===== config.mk =====
export PLATFORM = sky130hd
export DESIGN_NAME = port_mux_top
export DESIGN_NICKNAME = d
export VERILOG_FILES = /design/src/core/pinmux_pkg.sv /design/src/core/pin_select.sv /design/src/core/port_mux_top.sv
export SDC_FILE = /design/constraint.sdc
export NUM_CORES = 1
export LEC_CHECK = 0
export BUFFER_PORTS_ARGS = -buffer_cell sky130_fd_sc_hd__buf_2
export CORE_MARGIN = 2
export CORE_UTILIZATION = 48
export CTS_CLUSTER_DIAMETER = 150
export DETAILED_ROUTE_END_ITERATION = 12
export GPL_TIMING_DRIVEN = 0
export PLACE_DENSITY = 0.79
export SKIP_LAST_GASP = 1
export SYNTH_ARGS = -nofsm -noshare
export SYNTH_HDL_FRONTEND = slang
export SYNTH_HIERARCHICAL = 1
export SYNTH_SLANG_ARGS = --single-unit

===== constraint.sdc =====
create_clock -name ref_clk -period 2.4 [get_ports ref_clk]
set_clock_uncertainty 0.05 [all_clocks]
set_input_delay 0.36 -clock ref_clk [delete_from_list [all_inputs] [get_ports ref_clk]]
set_output_delay 0.36 -clock ref_clk [all_outputs]
set_load 0.01 [all_outputs]

===== src/core/pinmux_pkg.sv =====
/*
  Constants for the sixteen-pin port direction and function select block.
  Assumes a 32-bit AHB-Lite register bus with word-aligned registers.
*/
package pinmux_pkg;
  localparam int unsigned PIN_COUNT      = 16;
  localparam logic [7:0]  DIRECTION_OFS  = 8'h00;
  localparam logic [7:0]  FUNCTION_OFS   = 8'h04;
  localparam logic [7:0]  STATUS_OFS     = 8'h08;
  localparam logic [15:0] DIRECTION_RST  = 16'h0000;
  localparam logic [15:0] FUNCTION_RST   = 16'h0000;
  localparam int unsigned STAT_SINGLE    = 0;
  localparam int unsigned STAT_NOROM     = 1;
  localparam int unsigned SYNC_STAGES    = 2;
  localparam logic [1:0]  HTRANS_NONSEQ  = 2'h2;

  typedef enum logic [1:0] {
    MODE_EXPANDED,
    MODE_SINGLE_CHIP,
    MODE_ROM_DISABLED
  } op_mode_t;
endpackage


===== src/core/pin_select.sv =====
/*
  Per-pin function and driver selection, purely combinational.
  Assumes the mode inputs are already synchronised to the caller's clock.
*/
`timescale 1ns/1ps
module pin_select #(
  parameter int unsigned WIDTH = 16
) (
  input  wire logic [WIDTH-1:0] direction,
  input  wire logic [WIDTH-1:0] function_sel,
  input  wire logic [WIDTH-1:0] gpio_out,
  input  wire logic [WIDTH-1:0] addr_bus,
  input  wire pinmux_pkg::op_mode_t mode,
  output logic      [WIDTH-1:0] pin_out,
  output logic      [WIDTH-1:0] pin_oe,
  output logic      [WIDTH-1:0] addr_sel
);
  import pinmux_pkg::*;

  function automatic logic addr_chosen(input op_mode_t m, input logic fsel);
    unique case (m)
      MODE_SINGLE_CHIP:  addr_chosen = 1'b0;
      MODE_ROM_DISABLED: addr_chosen = 1'b1;
      default:           addr_chosen = fsel;
    endcase
  endfunction

  for (genvar i = 0; i < WIDTH; i++)
  begin : g_pin
    always_comb
    begin
      addr_sel[i] = addr_chosen(mode, function_sel[i]);
      pin_out[i]  = addr_sel[i] ? addr_bus[i] : gpio_out[i];
      pin_oe[i]   = addr_sel[i] ? 1'b1 : direction[i];
    end
  end
endmodule


===== src/core/port_mux_top.sv =====
/*
  Direction and function select registers for a sixteen-pin multiplexed port,
  reached over AHB-Lite, with per-pin output driver selection.
  Assumes resetn is the power-on reset only; other resets and low-power
  states do not reach this block. Mode pins arrive asynchronously.
*/
// The AHB-Lite slave port and the address map were left to the implementer.
`timescale 1ns/1ps
module port_mux_top #(
  parameter int unsigned WIDTH = pinmux_pkg::PIN_COUNT
) (
  input  wire logic             ref_clk,
  input  wire logic             resetn,
  input  wire logic             hsel,
  input  wire logic [31:0]      haddr,
  input  wire logic [1:0]       htrans,
  input  wire logic             hwrite,
  input  wire logic [2:0]       hsize,
  input  wire logic [31:0]      hwdata,
  input  wire logic             hready,
  output logic      [31:0]      hrdata,
  output logic                  hreadyout,
  output logic                  hresp,
  input  wire logic             single_chip_mode,
  input  wire logic             rom_disabled_mode,
  input  wire logic [WIDTH-1:0] gpio_out,
  input  wire logic [WIDTH-1:0] addr_bus,
  output logic      [WIDTH-1:0] pin_out,
  output logic      [WIDTH-1:0] pin_oe
);
  import pinmux_pkg::*;

  typedef struct packed {
    logic [WIDTH-1:0] direction;
    logic [WIDTH-1:0] function_sel;
    logic             wr_pend;
    logic [7:0]       wr_addr;
    logic [31:0]      rdata;
    logic [1:0]       sync1;
    logic [1:0]       sync2;
    logic [WIDTH-1:0] pin_out;
    logic [WIDTH-1:0] pin_oe;
  } state_t;

  state_t           st_q;
  state_t           st_d;
  op_mode_t         mode;
  logic [WIDTH-1:0] sel_out;
  logic [WIDTH-1:0] sel_oe;
  logic [WIDTH-1:0] addr_sel;
  logic             take;

  function automatic logic [31:0] read_word(input logic [7:0] a, input state_t s);
    logic [31:0] w;
    w = 32'h0000_0000;
    unique case (a)
      DIRECTION_OFS: w[WIDTH-1:0] = s.direction;
      FUNCTION_OFS:  w[WIDTH-1:0] = s.function_sel;
      STATUS_OFS:    w[1:0]       = s.sync2;
      default:       w = 32'h0000_0000;
    endcase
    return w;
  endfunction

  // Single chip has priority should both mode pins read high
  always_comb
  begin
    if (st_q.sync2[STAT_SINGLE])
      mode = MODE_SINGLE_CHIP;
    else if (st_q.sync2[STAT_NOROM])
      mode = MODE_ROM_DISABLED;
    else
      mode = MODE_EXPANDED;
  end

  pin_select #(
    .WIDTH (WIDTH)
  ) u_sel (
    .direction    (st_q.direction),
    .function_sel (st_q.function_sel),
    .gpio_out     (gpio_out),
    .addr_bus     (addr_bus),
    .mode         (mode),
    .pin_out      (sel_out),
    .pin_oe       (sel_oe),
    .addr_sel     (addr_sel)
  );

  assign take = hsel && hready && (htrans == HTRANS_NONSEQ);

  always_comb
  begin
    st_d = st_q;
    st_d.sync1 = {rom_disabled_mode, single_chip_mode};
    st_d.sync2 = st_q.sync1;
    st_d.pin_out = sel_out;
    st_d.pin_oe = sel_oe;
    if (st_q.wr_pend)
    begin
      if (st_q.wr_addr == DIRECTION_OFS)
        st_d.direction = hwdata[WIDTH-1:0];
      if (st_q.wr_addr == FUNCTION_OFS)
        st_d.function_sel = hwdata[WIDTH-1:0];
    end
    st_d.wr_pend = take && hwrite;
    if (take)
    begin
      st_d.wr_addr = haddr[7:0];
      st_d.rdata = hwrite ? 32'h0000_0000 : read_word(haddr[7:0], st_q);
    end
  end

  always_ff @(posedge ref_clk)
  begin
    if (!resetn)
    begin
      st_q <= '0;
      st_q.direction <= WIDTH'(DIRECTION_RST);
      st_q.function_sel <= WIDTH'(FUNCTION_RST);
    end
    else
      st_q <= st_d;
  end

  assign hrdata    = st_q.rdata;
  assign hreadyout = 1'b1;
  assign hresp     = 1'b0;
  assign pin_out   = st_q.pin_out;
  assign pin_oe    = st_q.pin_oe;

  // Pin selection by mode and function
  single_gpio_a: assert property (@(posedge ref_clk) disable iff (!resetn)
    mode == MODE_SINGLE_CHIP |-> addr_sel == '0)
    else $error("address selected in single chip mode");

  single_pins_a: assert property (@(posedge ref_clk) disable iff (!resetn)
    mode == MODE_SINGLE_CHIP
    |=> pin_oe == $past(st_q.direction) && pin_out == $past(gpio_out))
    else $error("pins not general I/O in single chip mode");

  norom_addr_a: assert property (@(posedge ref_clk) disable iff (!resetn)
    mode == MODE_ROM_DISABLED |=> pin_oe == '1 && pin_out == $past(addr_bus))
    else $error("pins not carrying address with ROM disabled");

  fsel_pick_a: assert property (@(posedge ref_clk) disable iff (!resetn)
    mode == MODE_EXPANDED |-> addr_sel == st_q.function_sel)
    else $error("function select not followed");

  dir_gpio_a: assert property (@(posedge ref_clk) disable iff (!resetn)
    mode == MODE_EXPANDED && st_q.function_sel == '0
    |=> pin_oe == $past(st_q.direction) && pin_out == $past(gpio_out))
    else $error("gpio pin does not follow direction");

  addr_drive_a: assert property (@(posedge ref_clk) disable iff (!resetn)
    mode == MODE_EXPANDED
    |=> (pin_oe & $past(st_q.function_sel)) == $past(st_q.function_sel)
    && (pin_out & $past(st_q.function_sel)) == ($past(addr_bus) & $past(st_q.function_sel)))
    else $error("address pin not driven");

  // Register access
  dir_write_a: assert property (@(posedge ref_clk) disable iff (!resetn)
    take && hwrite && haddr[7:0] == DIRECTION_OFS
    ##1 1'b1 |=> st_q.direction == $past(hwdata[WIDTH-1:0]))
    else $error("direction write lost");

  dir_read_a: assert property (@(posedge ref_clk) disable iff (!resetn)
    take && !hwrite && haddr[7:0] == DIRECTION_OFS
    |=> hrdata == 32'($past(st_q.direction)))
    else $error("direction read back wrong");

  fsel_write_a: assert property (@(posedge ref_clk) disable iff (!resetn)
    take && hwrite && haddr[7:0] == FUNCTION_OFS
    ##1 1'b1 |=> st_q.function_sel == $past(hwdata[WIDTH-1:0]))
    else $error("function write lost");

  fsel_read_a: assert property (@(posedge ref_clk) disable iff (!resetn)
    take && !hwrite && haddr[7:0] == FUNCTION_OFS
    |=> hrdata == 32'($past(st_q.function_sel)))
    else $error("function read back wrong");

  // Reset and retention
  reset_clear_a: assert property (@(posedge ref_clk)
    !resetn |=> st_q.direction == '0 && st_q.function_sel == '0)
    else $error("registers not cleared by reset");

  reset_pins_a: assert property (@(posedge ref_clk)
    !resetn |=> pin_oe == '0 && pin_out == '0)
    else $error("pins driving after reset");

  dir_hold_a: assert property (@(posedge ref_clk) disable iff (!resetn)
    !st_q.wr_pend
    |=> $stable(st_q.direction) && $stable(st_q.function_sel))
    else $error("register changed without write");

  dir_only_a: assert property (@(posedge ref_clk) disable iff (!resetn)
    st_q.wr_pend && st_q.wr_addr == DIRECTION_OFS
    |=> $stable(st_q.function_sel))
    else $error("function changed by direction write");

  fsel_only_a: assert property (@(posedge ref_clk) disable iff (!resetn)
    st_q.wr_pend && st_q.wr_addr == FUNCTION_OFS
    |=> $stable(st_q.direction))
    else $error("direction changed by function write");

  wrong_ofs_a: assert property (@(posedge ref_clk) disable iff (!resetn)
    st_q.wr_pend && st_q.wr_addr != DIRECTION_OFS && st_q.wr_addr != FUNCTION_OFS
    |=> $stable(st_q.direction) && $stable(st_q.function_sel))
    else $error("register changed by unmapped write");
endmodule


# ---- After elaboration in Yosys (flattened, before gate mapping)
# Cells that the tools add are included.
dict set report classes {
  n_reduce_logical 7
  eq_ne 6
  n_mux 53
}
# op n
set op_table {}
lappend op_table {{2-to-1 mux 1 bit} 32}
lappend op_table {{one-hot mux 1 bit (2 select lines)} 16}
lappend op_table {{one-hot mux 14 bit (2 select lines)} 1}
lappend op_table {{== test 8 x 3 -> 1 bit, second input constant} 2}
lappend op_table {{zero test 8 bit} 2}
lappend op_table {{2-to-1 mux 16 bit} 1}
lappend op_table {{== test 8 x 4 -> 1 bit, second input constant} 1}
lappend op_table {{one-hot mux 2 bit (3 select lines)} 1}
lappend op_table {{== test 2 bit, second input constant} 2}
lappend op_table {{2-to-1 mux 2 bit} 2}
lappend op_table {{AND reduction 2 bit} 2}
lappend op_table {{logical AND 1 bit} 3}
lappend op_table {{== test 2 x 1 -> 1 bit, second input constant} 1}
dict set report word_totals {
  regBits 109
  elab_cells 75
  out_inout_bits 66
  input_bits 108
}

# ---- Logic depth before layout (Yosys ltp)
dict set report logic_depth {
  ltp_word 5
  mapped_depth 7
  mapped_depth_nobuf 5
}

# ---- Cells and area by module
# Netlist, hierarchy kept.
# module n_inst cells_each area_per_inst_um2 seq_area_each_um2
set modules_own_cells {}
lappend modules_own_cells {port_mux_top 1 375 3811.2 1861.8}
lappend modules_own_cells {pin_select 1 69 643.1 0.0}

# ---- Worst setup path before layout
# No wires, ideal clock.
dict set report synth_timing {
  path_kind {register -> register}
  from {register st_q[33] in the netlist's numbering}
  to {register st_q (netlist bit pin_out[0])}
  required_time_ns 2.235
  path_slack_ns 0.548
  setup_time_ns 0.115
  period_less_slack_ns 1.852
  n_path_buf 2
  arrival_ns 1.687
  stages_incl_launch_ff 8
  path_cell_list {dfxtp_1 -> nor2b_1 -> ha_1 -> buf_6 -> buf_12 -> mux2i_2 -> mux2_4 -> and2_1}
}
dict set report synth_via {
  elab_chain_len 5
  elab_cells_between_ends 6
  classes_between {2 x eq/ne; 4 x mux}
}
# item line
set synth_lines {}
lappend synth_lines {{start, declared} port_mux_top.sv:45} ;# state_t st_q;
lappend synth_lines {{start signal, assigned} port_mux_top.sv:122} ;# st_q <= st_d;
lappend synth_lines {{2-to-1 mux 2 bit *} port_mux_top.sv:70} ;# else if (st_q.sync2[STAT_NOROM])
lappend synth_lines {{2-to-1 mux 2 bit *} port_mux_top.sv:68} ;# if (st_q.sync2[STAT_SINGLE])
lappend synth_lines {{net mode[1]} port_mux_top.sv:47} ;# op_mode_t mode;
lappend synth_lines {{== test 2 bit or == test 2 x 1 -> 1 bit (tied branches)} pin_select.sv:21} ;# unique case (m)
lappend synth_lines {{one-hot mux 1 bit (2 select lines) *} pin_select.sv:21}
lappend synth_lines {{2-to-1 mux 1 bit *} pin_select.sv:33} ;# pin_out[i] = addr_sel[i] ? addr_bus[i] : gpio_out[i];
lappend synth_lines {{net sel_out[0]} port_mux_top.sv:48} ;# logic [WIDTH-1:0] sel_out;
# Mark *: on every way through the listed nets, which the timed path passes. The rest lies on a longest branch.
# A chain may end at the register's enable or synchronous reset.

# ---- Final worst setup path
dict set report layout_timing {
  from {register st_q[33] in the netlist's numbering}
  to {register st_q (netlist bit pin_out[4])}
}
# The elaborated chain is that of the path after synthesis.

==> out/qor.csv <==
metric;value;unit
Non-Filler Instances;678;
Num CTS Buffers;9;
Max Cap Viol;0;
wirelength, routed;9.26;mm
CP Class;flip-flop to flip-flop;
postcts setup bufs;0;
worst-margin pin slew;541;ps
Post-DP Area;0.00514;sq mm
Fillers;747;
DP HPWL;7.22;mm
Peak VDD IR;0.311;mV
die width;99.7;microns
GRT Util Overall;18.7;%
GR Util met1;25.3;%
Mapped Area;0.00439;sq mm
Core Box Area;0.00881;sq mm
1st-pass router iterations;4;
H-tree depth;3;
Initial DRC Count;146;
first-pass GRT wire length;14.8;mm
antenna violations before repair;0;
Cell Count Post-Placement;662;
min Tclk post-route;1960;ps
startpoint types;flip-flop;
layout cells sized above 1;40.9;%
PD cells;552;mW/mm^2
Skew-Pair Late Insertion Delay;360;ps
Leak;2.66;nW
IO Count;174;
GR Util met3;1.62;%
Max Fclk;0.511;GHz
die span in y;99.7;microns
Ys Warns;6;
Syn Inst Count;428;
PortBufs;110;
WL/cell;13.7;microns
Final Wtd Congestion;0.805;
synthesis-to-finish area growth;21.5;%
fin worst setup slack;442;ps
Antenna Nets Post-Route;0;
met2 Use GR;31.3;%
Clock transition at path regs;100;ps
GR peak layer;met2;
largest net degree at the start of global routing;17;
DRC Markers;0;
vias in the first global route;3079;
CP required;2600;ps
CP Data Arrival Time;2160;ps
Max clock buf depth;2;
DR vias/cell;4.62;
final hold violations;0;
cts hold-fix bufs;0;
via count;3131;
# setup viols final;0;
GRT overflow;0;
Ant. Diodes;0;
top fanout value on the critical path;10;
CTS tree;done;
outcome;finished clean;
Root Driver;clkbuf_8;
final instance area;0.00534;sq mm
Initial Util;49.9;%
clock sinks;93;
Rel. slew slack;63.9;%
CP endpoint kind;flip-flop;
Post-layout nets;674;
Final Cycle Share;81.6;%
Slew Limit Fails;0;
synthesized area per cell;10.3;sq um
Rows;34;
Hold Crit Class;primary input to flip-flop;
Die Area;0.00994;sq mm
setup TNS;0;ps
RSZ-0062 raised after global routing;no;
Resized cells post-CTS;0;
Post-Place Setup Slack;449;ps
[registers in the layout (all words and copies together) (netlist names)]
signal and cells:
st_q 43, hrdata 16, pin_oe 16, pin_out 16
st_d 2
[area by class of cell]
cell class                 instances  area [sq um]  share of cell area [%]
buffer                            89           651                    12.2
inverter                           1          3.75                  0.0703
timing repair buffer             110           551                    10.3
clock inverter                     6          70.1                    1.31
tap                              108           135                    2.53
sequential                        93          1860                    34.9
clock buffer                      10           128                    2.39
multi-input combinational        261          1940                    36.3
[critical path, stage by stage (launching register included)]
cell and delay (ps):
dfxtp_1 320, nor2b_1 120, ha_1 280, buf_6 150, buf_12 170, mux2i_2 300, mux2_4 320, and2_1 150
[where the power goes]
group	switching, mW	leakage, nW	internal, mW	total, mW
registers	0.0106	0.755	1.57	1.58
logic	0.147	1.82	0.169	0.315
clock network	0.560	0.0895	0.489	1.05
[per-stage QoR]
step / hold slack [ps] / power (mW) / util [%]
after floorplan: 362 / 1.82 / -
after global placement: 366 / 1.93 / 58.4
after detailed placement: 377 / 1.93 / 58.4
after CTS: 146 / 2.97 / 60.6
after global routing: 163 / 3.06 / 60.6
final: 152 / 2.94 / 60.6
[path summary, 6_finish.rpt]
check	startpoint	end	slack, ps	cells past startpoint
worst max-delay path	st_q[33]	pin_out[4]	440	7
worst min-delay path	single_chip_mode	st_d[32]	150	2
worst max register to register	st_q[33]	pin_out[4]	440	7
worst min register to register	st_d[32]	st_q[32]	400	1
[layer usage]
metal,wire (microns),vias up
li1,-,1611
met2,4240,85
met4,161,0
met3,347,13
met1,4500,1422
met5,0,-
[cells in the final DEF (no fill, tap or decap), types with 2 or more instances in the layout]
cell type	instances
inv_6	2
clkinvlp_4	3
buf_4	66
and2_1	37
nor2b_1	2
buf_6	4
a21boi_0	9
mux2i_2	9
buf_2	115
a2bb2oi_1	2
o31ai_1	2
conb_1	18
buf_12	2
nand4_1	2
mux2_2	7
dfxtp_1	93
clkbuf_1	12
nand2b_1	16
clkbuf_8	9
mux2i_1	53
mux2_4	10
o2bb2ai_1	13
nand2_1	67
nand3_1	2
(Power assumes the default switching activity.)
